[config.mk]
export PLATFORM = sky130hd
export DESIGN_NAME = output_strobe_assign_reg
export DESIGN_NICKNAME = d
export VERILOG_FILES = /design/src/output_strobe_assign_pkg.sv /design/src/step_match_if.sv /design/src/output_strobe_assign_reg.sv /design/src/step_matcher.sv
export VERILOG_INCLUDE_DIRS = /design/src
export SDC_FILE = /design/constraint.sdc
export NUM_CORES = 1
export LEC_CHECK = 0
export BUFFER_PORTS_ARGS = -buffer_cell sky130_fd_sc_hd__buf_4
export CORE_MARGIN = 1
export CORE_UTILIZATION = 41
export CTS_BUF_LIST = sky130_fd_sc_hd__clkbuf_16
export DETAILED_ROUTE_END_ITERATION = 10
export PLACE_DENSITY = 0.79
export SETUP_SLACK_MARGIN = 0.2
export SLEW_MARGIN = 20
export SYNTH_ARGS = -nofsm -noshare
export SYNTH_HDL_FRONTEND = slang
export SYNTH_SLANG_ARGS = --single-unit
export TNS_END_PERCENT = 20
[constraint.sdc]
create_clock -name sys_clk -period 2.3 [get_ports sys_clk]
set_clock_uncertainty 0.2 [all_clocks]
set_input_delay 0.115 -clock sys_clk [delete_from_list [all_inputs] [get_ports sys_clk]]
set_output_delay 0.115 -clock sys_clk [all_outputs]
set_load 0.02 [all_outputs]
[src/output_strobe_assign_map.svh]
/*
  Offsets, field positions, reset values and codes of the output step-assignment register bank.
  Assumes a 32-bit Avalon-MM byte address: the byte address is four times each register index.
*/
// How it works
// - The 8-bit assignment register sits at index 0x26, resets to 0x3, and holds output three's step code in bits 7-4 and output one's in bits 3-0.
// - The assignment register takes a write only after the unlock key has been written, and the host must unlock before it changes a field.
// - Codes 3h to Ah in a field select steps 3 to 10, and the output is switched when the sequencer reaches that step.
// - Codes 0h, 1h and 2h leave the output out of sequencer control in both power-up and power-down.
// - Codes Bh to Fh also leave the output out of sequencer control and map to no step.
`ifndef OUTPUT_STROBE_ASSIGN_MAP_SVH
`define OUTPUT_STROBE_ASSIGN_MAP_SVH
`define ASSIGN_IDX 6'h26
`define UNLOCK_IDX 6'h10
`define HOST_OUT_IDX 6'h11
`define STATUS_IDX 6'h12
`define ASSIGN_RESET 8'h03
`define OUT3_LSB 4
`define OUT1_LSB 0
`define STEP_FIRST 4'h3
`define STEP_LAST 4'hA
`define UNLOCK_KEY 8'h7D
`endif

[src/output_strobe_assign_pkg.sv]
/*
  Types shared by the step-assignment bank.
  Assumes the map header supplies all numeric constants.
*/
package output_strobe_assign_pkg;
  typedef enum logic [0:0] {
    BUS_IDLE = 1'b0,
    BUS_ACK = 1'b1
  } bus_state_t;
  typedef logic [3:0] step_code_t;
endpackage

[src/step_match_if.sv]
/*
  Carrier between the register bank and the per-output step matcher.
  Assumes both ends share sys_clk; the matcher is purely combinational.
*/
`timescale 1ns/10ps
interface step_match_if;
  output_strobe_assign_pkg::step_code_t [1:0] code;
  logic [1:0] host_val;
  logic [1:0] cur;
  logic [3:0] step;
  logic strobe;
  logic power_up;
  logic [1:0] controlled;
  logic [1:0] nxt;
  modport bank (output code, output host_val, output cur, output step, output strobe, output power_up,
                input controlled, input nxt);
  modport matcher (input code, input host_val, input cur, input step, input strobe, input power_up,
                   output controlled, output nxt);
endinterface

[src/output_strobe_assign_reg.sv]
/*
  Step-assignment register bank for two general outputs, reached over Avalon-MM with waitrequest.
  Assumes a sequencer outside that pulses seq_strobe with the step reached and the direction,
  and a seal flag and backup-present level from the power path.
*/
// The Avalon-MM slave port was left to the implementer.
`timescale 1ns/10ps
`include "output_strobe_assign_map.svh"
module output_strobe_assign_reg (
  input wire logic sys_clk,
  input wire logic rst,
  input wire logic [7:0] address,
  input wire logic read,
  input wire logic write,
  input wire logic [3:0] byteenable,
  input wire logic [31:0] writedata,
  output logic [31:0] readdata,
  output logic waitrequest,
  input wire logic [3:0] seq_step,
  input wire logic seq_strobe,
  input wire logic seq_power_up,
  input wire logic factory_seal_flag,
  input wire logic backup_present,
  output logic general_output_one,
  output logic general_output_three
);
  output_strobe_assign_pkg::bus_state_t bus_state_r;
  logic waitrequest_r;
  logic [31:0] readdata_r;
  logic [7:0] assign_r;
  logic unlock_r;
  logic [1:0] host_out_r;
  logic [1:0] out_r;
  logic [5:0] idx;
  logic commit_wr;
  logic assign_wr;
  logic [31:0] read_mux;

  step_match_if ch ();

  step_matcher u_matcher (
    .ch(ch)
  );

  assign idx = address[7:2];
  // A write takes effect only at the edge where waitrequest is seen low
  assign commit_wr = write && (bus_state_r == output_strobe_assign_pkg::BUS_ACK);
  assign assign_wr = commit_wr && (idx == `ASSIGN_IDX) && byteenable[0];

  assign ch.code[0] = assign_r[`OUT1_LSB +: 4];
  assign ch.code[1] = assign_r[`OUT3_LSB +: 4];
  assign ch.host_val = host_out_r;
  assign ch.cur = out_r;
  assign ch.step = seq_step;
  assign ch.strobe = seq_strobe;
  assign ch.power_up = seq_power_up;

  // Bus handshake: one wait cycle, then the answer for exactly one edge
  always_ff @(posedge sys_clk) begin
    if (rst) begin
      bus_state_r <= output_strobe_assign_pkg::BUS_IDLE;
      waitrequest_r <= 1'b1;
    end else begin
      case (bus_state_r)
        output_strobe_assign_pkg::BUS_IDLE: begin
          if (read || write) begin
            bus_state_r <= output_strobe_assign_pkg::BUS_ACK;
            waitrequest_r <= 1'b0;
          end
        end
        output_strobe_assign_pkg::BUS_ACK: begin
          bus_state_r <= output_strobe_assign_pkg::BUS_IDLE;
          waitrequest_r <= 1'b1;
        end
        default: begin
          bus_state_r <= output_strobe_assign_pkg::BUS_IDLE;
          waitrequest_r <= 1'b1;
        end
      endcase
    end
  end

  always_comb begin
    read_mux = 32'h0000_0000;
    case (idx)
      `ASSIGN_IDX: read_mux = {24'h00_0000, assign_r};
      `UNLOCK_IDX: read_mux = {31'h0000_0000, unlock_r};
      `HOST_OUT_IDX: read_mux = {30'h0000_0000, host_out_r};
      // Seal reads as its raw level; bit 1 tells software whether it means anything
      `STATUS_IDX: read_mux = {26'h000_0000, out_r, ch.controlled, backup_present, factory_seal_flag};
      default: read_mux = 32'h0000_0000;
    endcase
  end

  // Read data is latched while waitrequest is high so it stands at the answer edge
  always_ff @(posedge sys_clk) begin
    if (rst) begin
      readdata_r <= 32'h0000_0000;
    end else if (read && (bus_state_r == output_strobe_assign_pkg::BUS_IDLE)) begin
      readdata_r <= read_mux;
    end
  end

  // Key arms one write to the assignment register; any other key value disarms
  always_ff @(posedge sys_clk) begin
    if (rst) begin
      unlock_r <= 1'b0;
    end else if (commit_wr && (idx == `UNLOCK_IDX) && byteenable[0]) begin
      unlock_r <= (writedata[7:0] == `UNLOCK_KEY);
    end else if (assign_wr) begin
      unlock_r <= 1'b0;
    end
  end

  always_ff @(posedge sys_clk) begin
    if (rst) begin
      assign_r <= `ASSIGN_RESET;
    end else if (assign_wr && unlock_r) begin
      assign_r <= writedata[7:0];
    end
  end

  // Host value reaches an output only while that output's code leaves it uncontrolled
  always_ff @(posedge sys_clk) begin
    if (rst) begin
      host_out_r <= 2'h0;
    end else if (commit_wr && (idx == `HOST_OUT_IDX) && byteenable[0]) begin
      host_out_r <= writedata[1:0];
    end
  end

  // Both pins come from flops so a code write or step change never glitches them
  always_ff @(posedge sys_clk) begin
    if (rst) begin
      out_r <= 2'h0;
    end else begin
      out_r <= ch.nxt;
    end
  end

  assign readdata = readdata_r;
  assign waitrequest = waitrequest_r;
  assign general_output_one = out_r[0];
  assign general_output_three = out_r[1];

  genvar k;
  generate
    for (k = 0; k < 2; k = k + 1) begin : g_chk

    end
  endgenerate
endmodule

[src/step_matcher.sv]
/*
  Per-output decode of the 4-bit step code and next output level.
  Assumes the sequencer strobe is a one-cycle pulse carrying the step just reached.
*/
`timescale 1ns/10ps
`include "output_strobe_assign_map.svh"
module step_matcher (
  step_match_if.matcher ch
);
  genvar i;
  generate
    for (i = 0; i < 2; i = i + 1) begin : g_ch
      logic in_range;
      // Codes below 3h and above Ah are both uncontrolled
      assign in_range = (ch.code[i] >= `STEP_FIRST) && (ch.code[i] <= `STEP_LAST);
      assign ch.controlled[i] = in_range;
      always_comb begin
        if (!in_range) begin
          ch.nxt[i] = ch.host_val[i];
        end else if (ch.strobe && (ch.step == ch.code[i])) begin
          ch.nxt[i] = ch.power_up;
        end else begin
          ch.nxt[i] = ch.cur[i];
        end
      end
    end
  endgenerate
endmodule

==> results of run 1 <==
[worst max-delay path, stage by stage, from the launching register on]
cell	delay (ns)
dfxtp_1	0.39
nand4_1	0.17
nor4_4	0.18
buf_6	0.18
mux2i_1	0.18
nor2_1	0.05
dlygate4sd3_1	0.56
[final cells by class]
| type | instances | area, µm² |
|---|---|---|
| Sequential cell | 23 | 462 |
| Tap cell | 44 | 55.1 |
| Timing Repair Buffer | 61 | 512 |
| Clock inverter | 1 | 7.51 |
| Fill cell | 289 | 1180 |
| Inverter | 2 | 7.51 |
| Multi-Input combinational cell | 119 | 779 |
| Clock buffer | 3 | 75.1 |
[flip-flops by register name, indices dropped and copies added, names as in the netlist]
| register | flops |
|---|---|
| assign_r | 8 |
| ch.cur | 2 |
| ch.host_val | 2 |
| waitrequest | 1 |
| bus_state_r | 1 |
| readdata | 8 |
| unlock_r | 1 |
[final timing paths]
| kind | slack (ns) | endpoint | cells after the start | from |
|---|---|---|---|---|
| worst max-delay path | 0.26 | assign_r[3] | 6 | unlock_r |
| worst min-delay path | 0.06 | unlock_r | 4 | byteenable[0] |
| worst max register to register | 0.26 | assign_r[3] | 6 | unlock_r |
| worst min register to register | 0.25 | readdata[4] | 2 | readdata[4] |
[metal layers]
metal  vias up  GRT usage  share of wire
li1        605          -              -
met1       567      0.245           0.45
met2        47      0.300           0.47
met3         4     0.0349          0.066
met4         0     0.0612          0.012
met5         -          0              0
[report_power, final]
part           switching (mW)  internal [mW]  leakage [nW]
logic                  0.0838         0.0631         0.580
registers             0.00334          0.402         0.186
clock network           0.150          0.236        0.0371
[cells in the mapped netlist (3+ instances only)]
library cell / count
mux2i_1: 9
nor2b_1: 4
a21oi_1: 3
a22oi_1: 4
nand2_1: 8
xnor2_1: 4
nor3_1: 4
o21ai_0: 6
xor2_1: 6
nand4_1: 4
nor2_1: 16
buf_4: 24
nand3_1: 3
clkbuf_1: 3
dfxtp_1: 23
[cell families after synthesis]
| logic type | Yosys count |
|---|---|
| compound gates | 24 |
| buf+inv | 30 |
| simple gates | 52 |
| flops | 23 |
| other cells | 1 |
| xor+xnor | 10 |
| mux | 9 |
[repair_timing]
action / in CTS / in global routing
setup endpoints to repair: 0 / 5
buffers inserted: 0 / 3
resized for setup: 0 / 3
hold endpoints to repair: 18 / 0
hold buffers: 20 / 0
==> impl_metrics.ini, run 1 <==
[synth]
synth_area_leader_cell = dfxtp_1
ys_ff_latch = 23
synth_top_area_share = 0.341
synth_cells = 149
yosys_warnings = 0
synth_area_leaders = dfxtp_1 (34%), buf_4 (13%), mux2i_1 (6.7%)
avgSynthCellArea_um2 = 9.07
synth-xor-area-share = 0.0648
ys_types = 37
synth_edf_count = 0
netlist_area_mm2 = 0.00135
ys_async_sr_fraction = 0
synth_top_family_by_area = simple AND/OR/NAND/NOR gates
synthAdderAreaFrac = 0
yosysSeqAreaShare = 0.341
synth-compound-area-share = 0.125
synth-simple-area-share = 0.250
synth-main-ff-cell = dfxtp_1
muxShareOfSynthArea = 0.0667

[power_and_ir_drop]
power.total_uw = 938
p_per_area_mw_per_mm2 = 494
ir_drop_mv = 0.323
p_leak_nw = 0.803

[worst_setup_path]
arrival_ns = 1.99
crit_required_ns = 2.24
startpoint_type = flop
crit_type = reg -> reg
path_max_fanout = 9
critPathCaptureType = flop

[cells_and_area]
final_cell_mix = buf_4 (40), conb_1 (24), dfxtp_1 (22), dlygate4sd3_1 (20), nor2_1 (16)
instances_no_fill = 253
fin_area_mm2 = 0.00190
layout_commonest_cell = buf_4
antenna_cells = 0
drive_above_1_share = 0.278
nNetsFinal = 266
finalCoreUtilization = 0.617
area_growth_pct = 40.5

[sta]
finalSetupTns_ns = 0
worstMarginPinSlew_ns = 0.603
fmax_mhz = 489
layout_worst_path_cycle_share = 0.889
maxSlewHeadroom = 0.596
setup_viol = 0
rsz0062_at_grt = yes
min_period_ns = 2.04
whs_ns = 0.0553
slew_violations = 0
worst_slack_ns = 0.256
finalHoldViolations = 0

[grt]
antenna_found_initial = 0
grt_first_pass_wirelength_um = 4800
overflow = 0
grt_usage = 0.185
grt_pass1_vias = 1057
grt_max_degree = 20

[place]
dp.cells = 226
port-buffer-count = 37
place_area_mm2 = 0.00158
place.gp.congestion = 0.792
dp_hpwl_um = 2200
dp_slack_ns = 0.604

[floorplanning]
initial_core_util = 0.439
ios = 91
die_y_um = 59.4
rows = 20
core_mm2 = 0.00308
die_area_mm2 = 0.00353
dieWidth_um = 59.4

[routing]
routedWlPerCell_um = 12.0
vias_per_cell = 4.83
routed_wl_um = 3030
drt.antenna.violating_nets = 0
dr.pass1.iters = 4
drc_errors = 0
drtIter0Drc = 28
vias = 1223

[clocking]
cts_buffer_depth = 2
path_clk_slew_ns = 0.06
cts.root.buffer_cell = clkbuf_16
tritoncts = yes
cts.sinks = 23
htree_levels = 1
numCtsBuffers = 3
clock_latency_ns = 0.26

[worst_hold_path]
hold_path.class = in -> reg

[outcome]
status = completed

[run]
maxCapViolations = 0
No activity file was read; power rests on OpenSTA's default activity.
==> inputs of run 2 (changes only) <==
--- a/config.mk
+++ b/config.mk
@@ -6,9 +6,11 @@
 export SDC_FILE = /design/constraint.sdc
 export NUM_CORES = 1
 export LEC_CHECK = 0
+export ABC_AREA = 1
 export BUFFER_PORTS_ARGS = -buffer_cell sky130_fd_sc_hd__buf_4
+export CORE_ASPECT_RATIO = 0.5
 export CORE_MARGIN = 1
-export CORE_UTILIZATION = 41
+export CORE_UTILIZATION = 42
 export CTS_BUF_LIST = sky130_fd_sc_hd__clkbuf_16
 export DETAILED_ROUTE_END_ITERATION = 10
 export PLACE_DENSITY = 0.79
==> run 2 against run 1 <==
The flow now finishes with violations (DRC); worst setup slack better by 0.34 ns; die area is 3.3% higher; sequential cell count stayed put; synthesized cell count is 45% higher; clock-buffer cell count stayed put; sequential share of layout area is 0.78 points higher; core utilization is 2.8 points lower; via count is 17% higher; highest routed layer unchanged.
==> impl_metrics.ini, run 2 <==
[worst_hold_path]
hold_path.class = in -> reg
hp-start = seq_power_up

[clocking]
tritoncts = yes
cts.root.buffer_cell = clkbuf_16
htree_levels = 1
clock_latency_ns = 0.26
cts_buffer_depth = 2
cts.sinks = 23
path_clk_slew_ns = 0.06
numCtsBuffers = 3

[power_and_ir_drop]
ir_drop_mv = 0.274
p_per_area_mw_per_mm2 = 514
p_leak_nw = 0.895

[sta]
finalHoldViolations = 0
whs_ns = 0.0273
layout_worst_path_cycle_share = 0.739
min_period_ns = 1.70
slew_violations = 0
fmax_mhz = 589
finalSetupTns_ns = 0
rsz0062_at_grt = no
setup_viol = 0

[cells_and_area]
area_growth_pct = 28.7
nNetsFinal = 321
final_cell_mix = nand2_1 (55), buf_4 (38), conb_1 (24), dfxtp_1 (23)
layout_commonest_cell = nand2_1
instances_no_fill = 304
nFillCells = 290
fin_area_mm2 = 0.00183
drive_above_1_share = 0.189
antenna_cells = 0

[routing]
vias = 1430
dr.pass1.iters = 7
drtIter0Drc = 100
routedWlPerCell_um = 10.9
routed_wl_um = 3300
drt.antenna.violating_nets = 0
drc_errors = 7
vias_per_cell = 4.70

[outcome]
violations = DRC
status = complete, but fails checks

[place]
port-buffer-count = 37
place_area_mm2 = 0.00164
dp.cells = 289
place.gp.congestion = 0.807
dp_hpwl_um = 2530

[worst_setup_path]
crit_type = in -> reg
arrival_ns = 1.65
crit_path_top_delay_cell = dlygate4sd3_1
worst-path-buf-inv = 3
startpoint_type = input pin
cp_cell_sequence = dlygate4sd3_1, buf_4, nor2_1, o21a_1, dlygate4sd3_1, nor2_1
crit_family = buffers and inverters
crit_required_ns = 2.25
crit_start = rst
path_max_fanout = 11
r2r_start = bus_state_r
slowest_delay_ns = 0.55
critPathCaptureType = flop

[floorplanning]
ios = 91
initial_core_util = 0.457
die_area_mm2 = 0.00364
die_y_um = 43.2
dieWidth_um = 84.4
rows = 14
core_mm2 = 0.00312

[synth]
yosysSeqAreaShare = 0.323
ys_types = 25
synth_top_area_share = 0.323
yosys-top-cells-count = nand2_1 (55), buf_4 (24), dfxtp_1 (23)
synth_area_leader_cell = dfxtp_1
yosys.cell_count.top_type = nand2_1
avgSynthCellArea_um2 = 6.60
ys_ff_latch = 23
synth_cells = 216
synth_area_leaders = dfxtp_1 (32%), nand2_1 (14%), buf_4 (13%)
synth-main-ff-cell = dfxtp_1
yosys_warnings = 0
netlist_area_mm2 = 0.00143
synth_edf_count = 0
ys_async_sr_fraction = 0

[grt]
grt_first_pass_wirelength_um = 5490
grt_usage = 0.193
grt_pass1_vias = 1231
antenna_found_initial = 0
overflow = 0
grt_max_degree = 16

[run]
maxCapViolations = 0
-- run 2: changes by cell type after synthesis, moves of 3 or more --
cell and change:
nand3_1 +14, xor2_1 -6, a22oi_1 -4, nor2b_1 -4, a21oi_1 +15, nand2_1 +47, nor3_1 -3, inv_1 +18
o21ai_0 +10, nor2_1 +4, mux2i_1 -9
-- run 2: cell type report --
cell class              instances  area, µm²  share of cell area
inverters                      21       81.3              0.0443
well taps                      40       50.0              0.0273
clock buffers                   3       75.1              0.0409
multi-input cells             167        767               0.418
clock inverters                 1       5.00             0.00273
flip-flops and latches         23        460               0.251
repair buffers                 49        395               0.216
-- run 2: timing repair --
action                    in CTS  in global routing
hold endpoints to repair      21                  0
hold buffers                  11                  0
setup buffers                  0                  0
gates resized for setup        0                  0
-- run 2: cell families after synthesis --
group	share of synthesized area
buffers and inverters	0.199
AND/OR/NAND/NOR	0.311
other	0.00263
XOR/XNOR	0.0123
AO/OA/AOI/OAI	0.152
flip-flops	0.323
-- run 2: final timing paths --
path	to	slack (ns)	depth (start not counted)
worst min register to register	readdata[5]	0.26	2
worst min-delay path	ch.cur[1]	0.03	5
worst max-delay path	waitrequest	0.60	6
worst max register to register	assign_r[5]	0.80	7
-- run 2: layer usage --
metal  GRT usage  share of wire  vias up
met3      0.0409          0.064        2
met4      0.0407         0.0048        0
met1       0.249           0.47      621
met5           0              0        -
met2       0.338           0.46       64
li1            -              -      743
-- run 2: power breakdown --
part / internal, mW / switching [mW] / leakage [nW]
Clock: 0.234 / 0.141 / 0.0409
Sequential: 0.405 / 0.00402 / 0.186
Combinational: 0.0638 / 0.0954 / 0.668
-- run 2: through the flow --
stage                      util  power (mW)  worst slack [ns]
after floorplan               -       0.532             0.996
after global placement    0.527       0.557             0.842
after detailed placement  0.527       0.560             0.807
after CTS                 0.588       0.951             0.621
after global routing      0.588       0.986             0.578
final                     0.588       0.943             0.601
-- run 2: tightest hold or removal path, cell delays in order --
cell and delay [ns]:
buf_4 0.08, nand2_1 0.05, nand2_1 0.05, nand2_1 0.05, a21oi_1 0.10
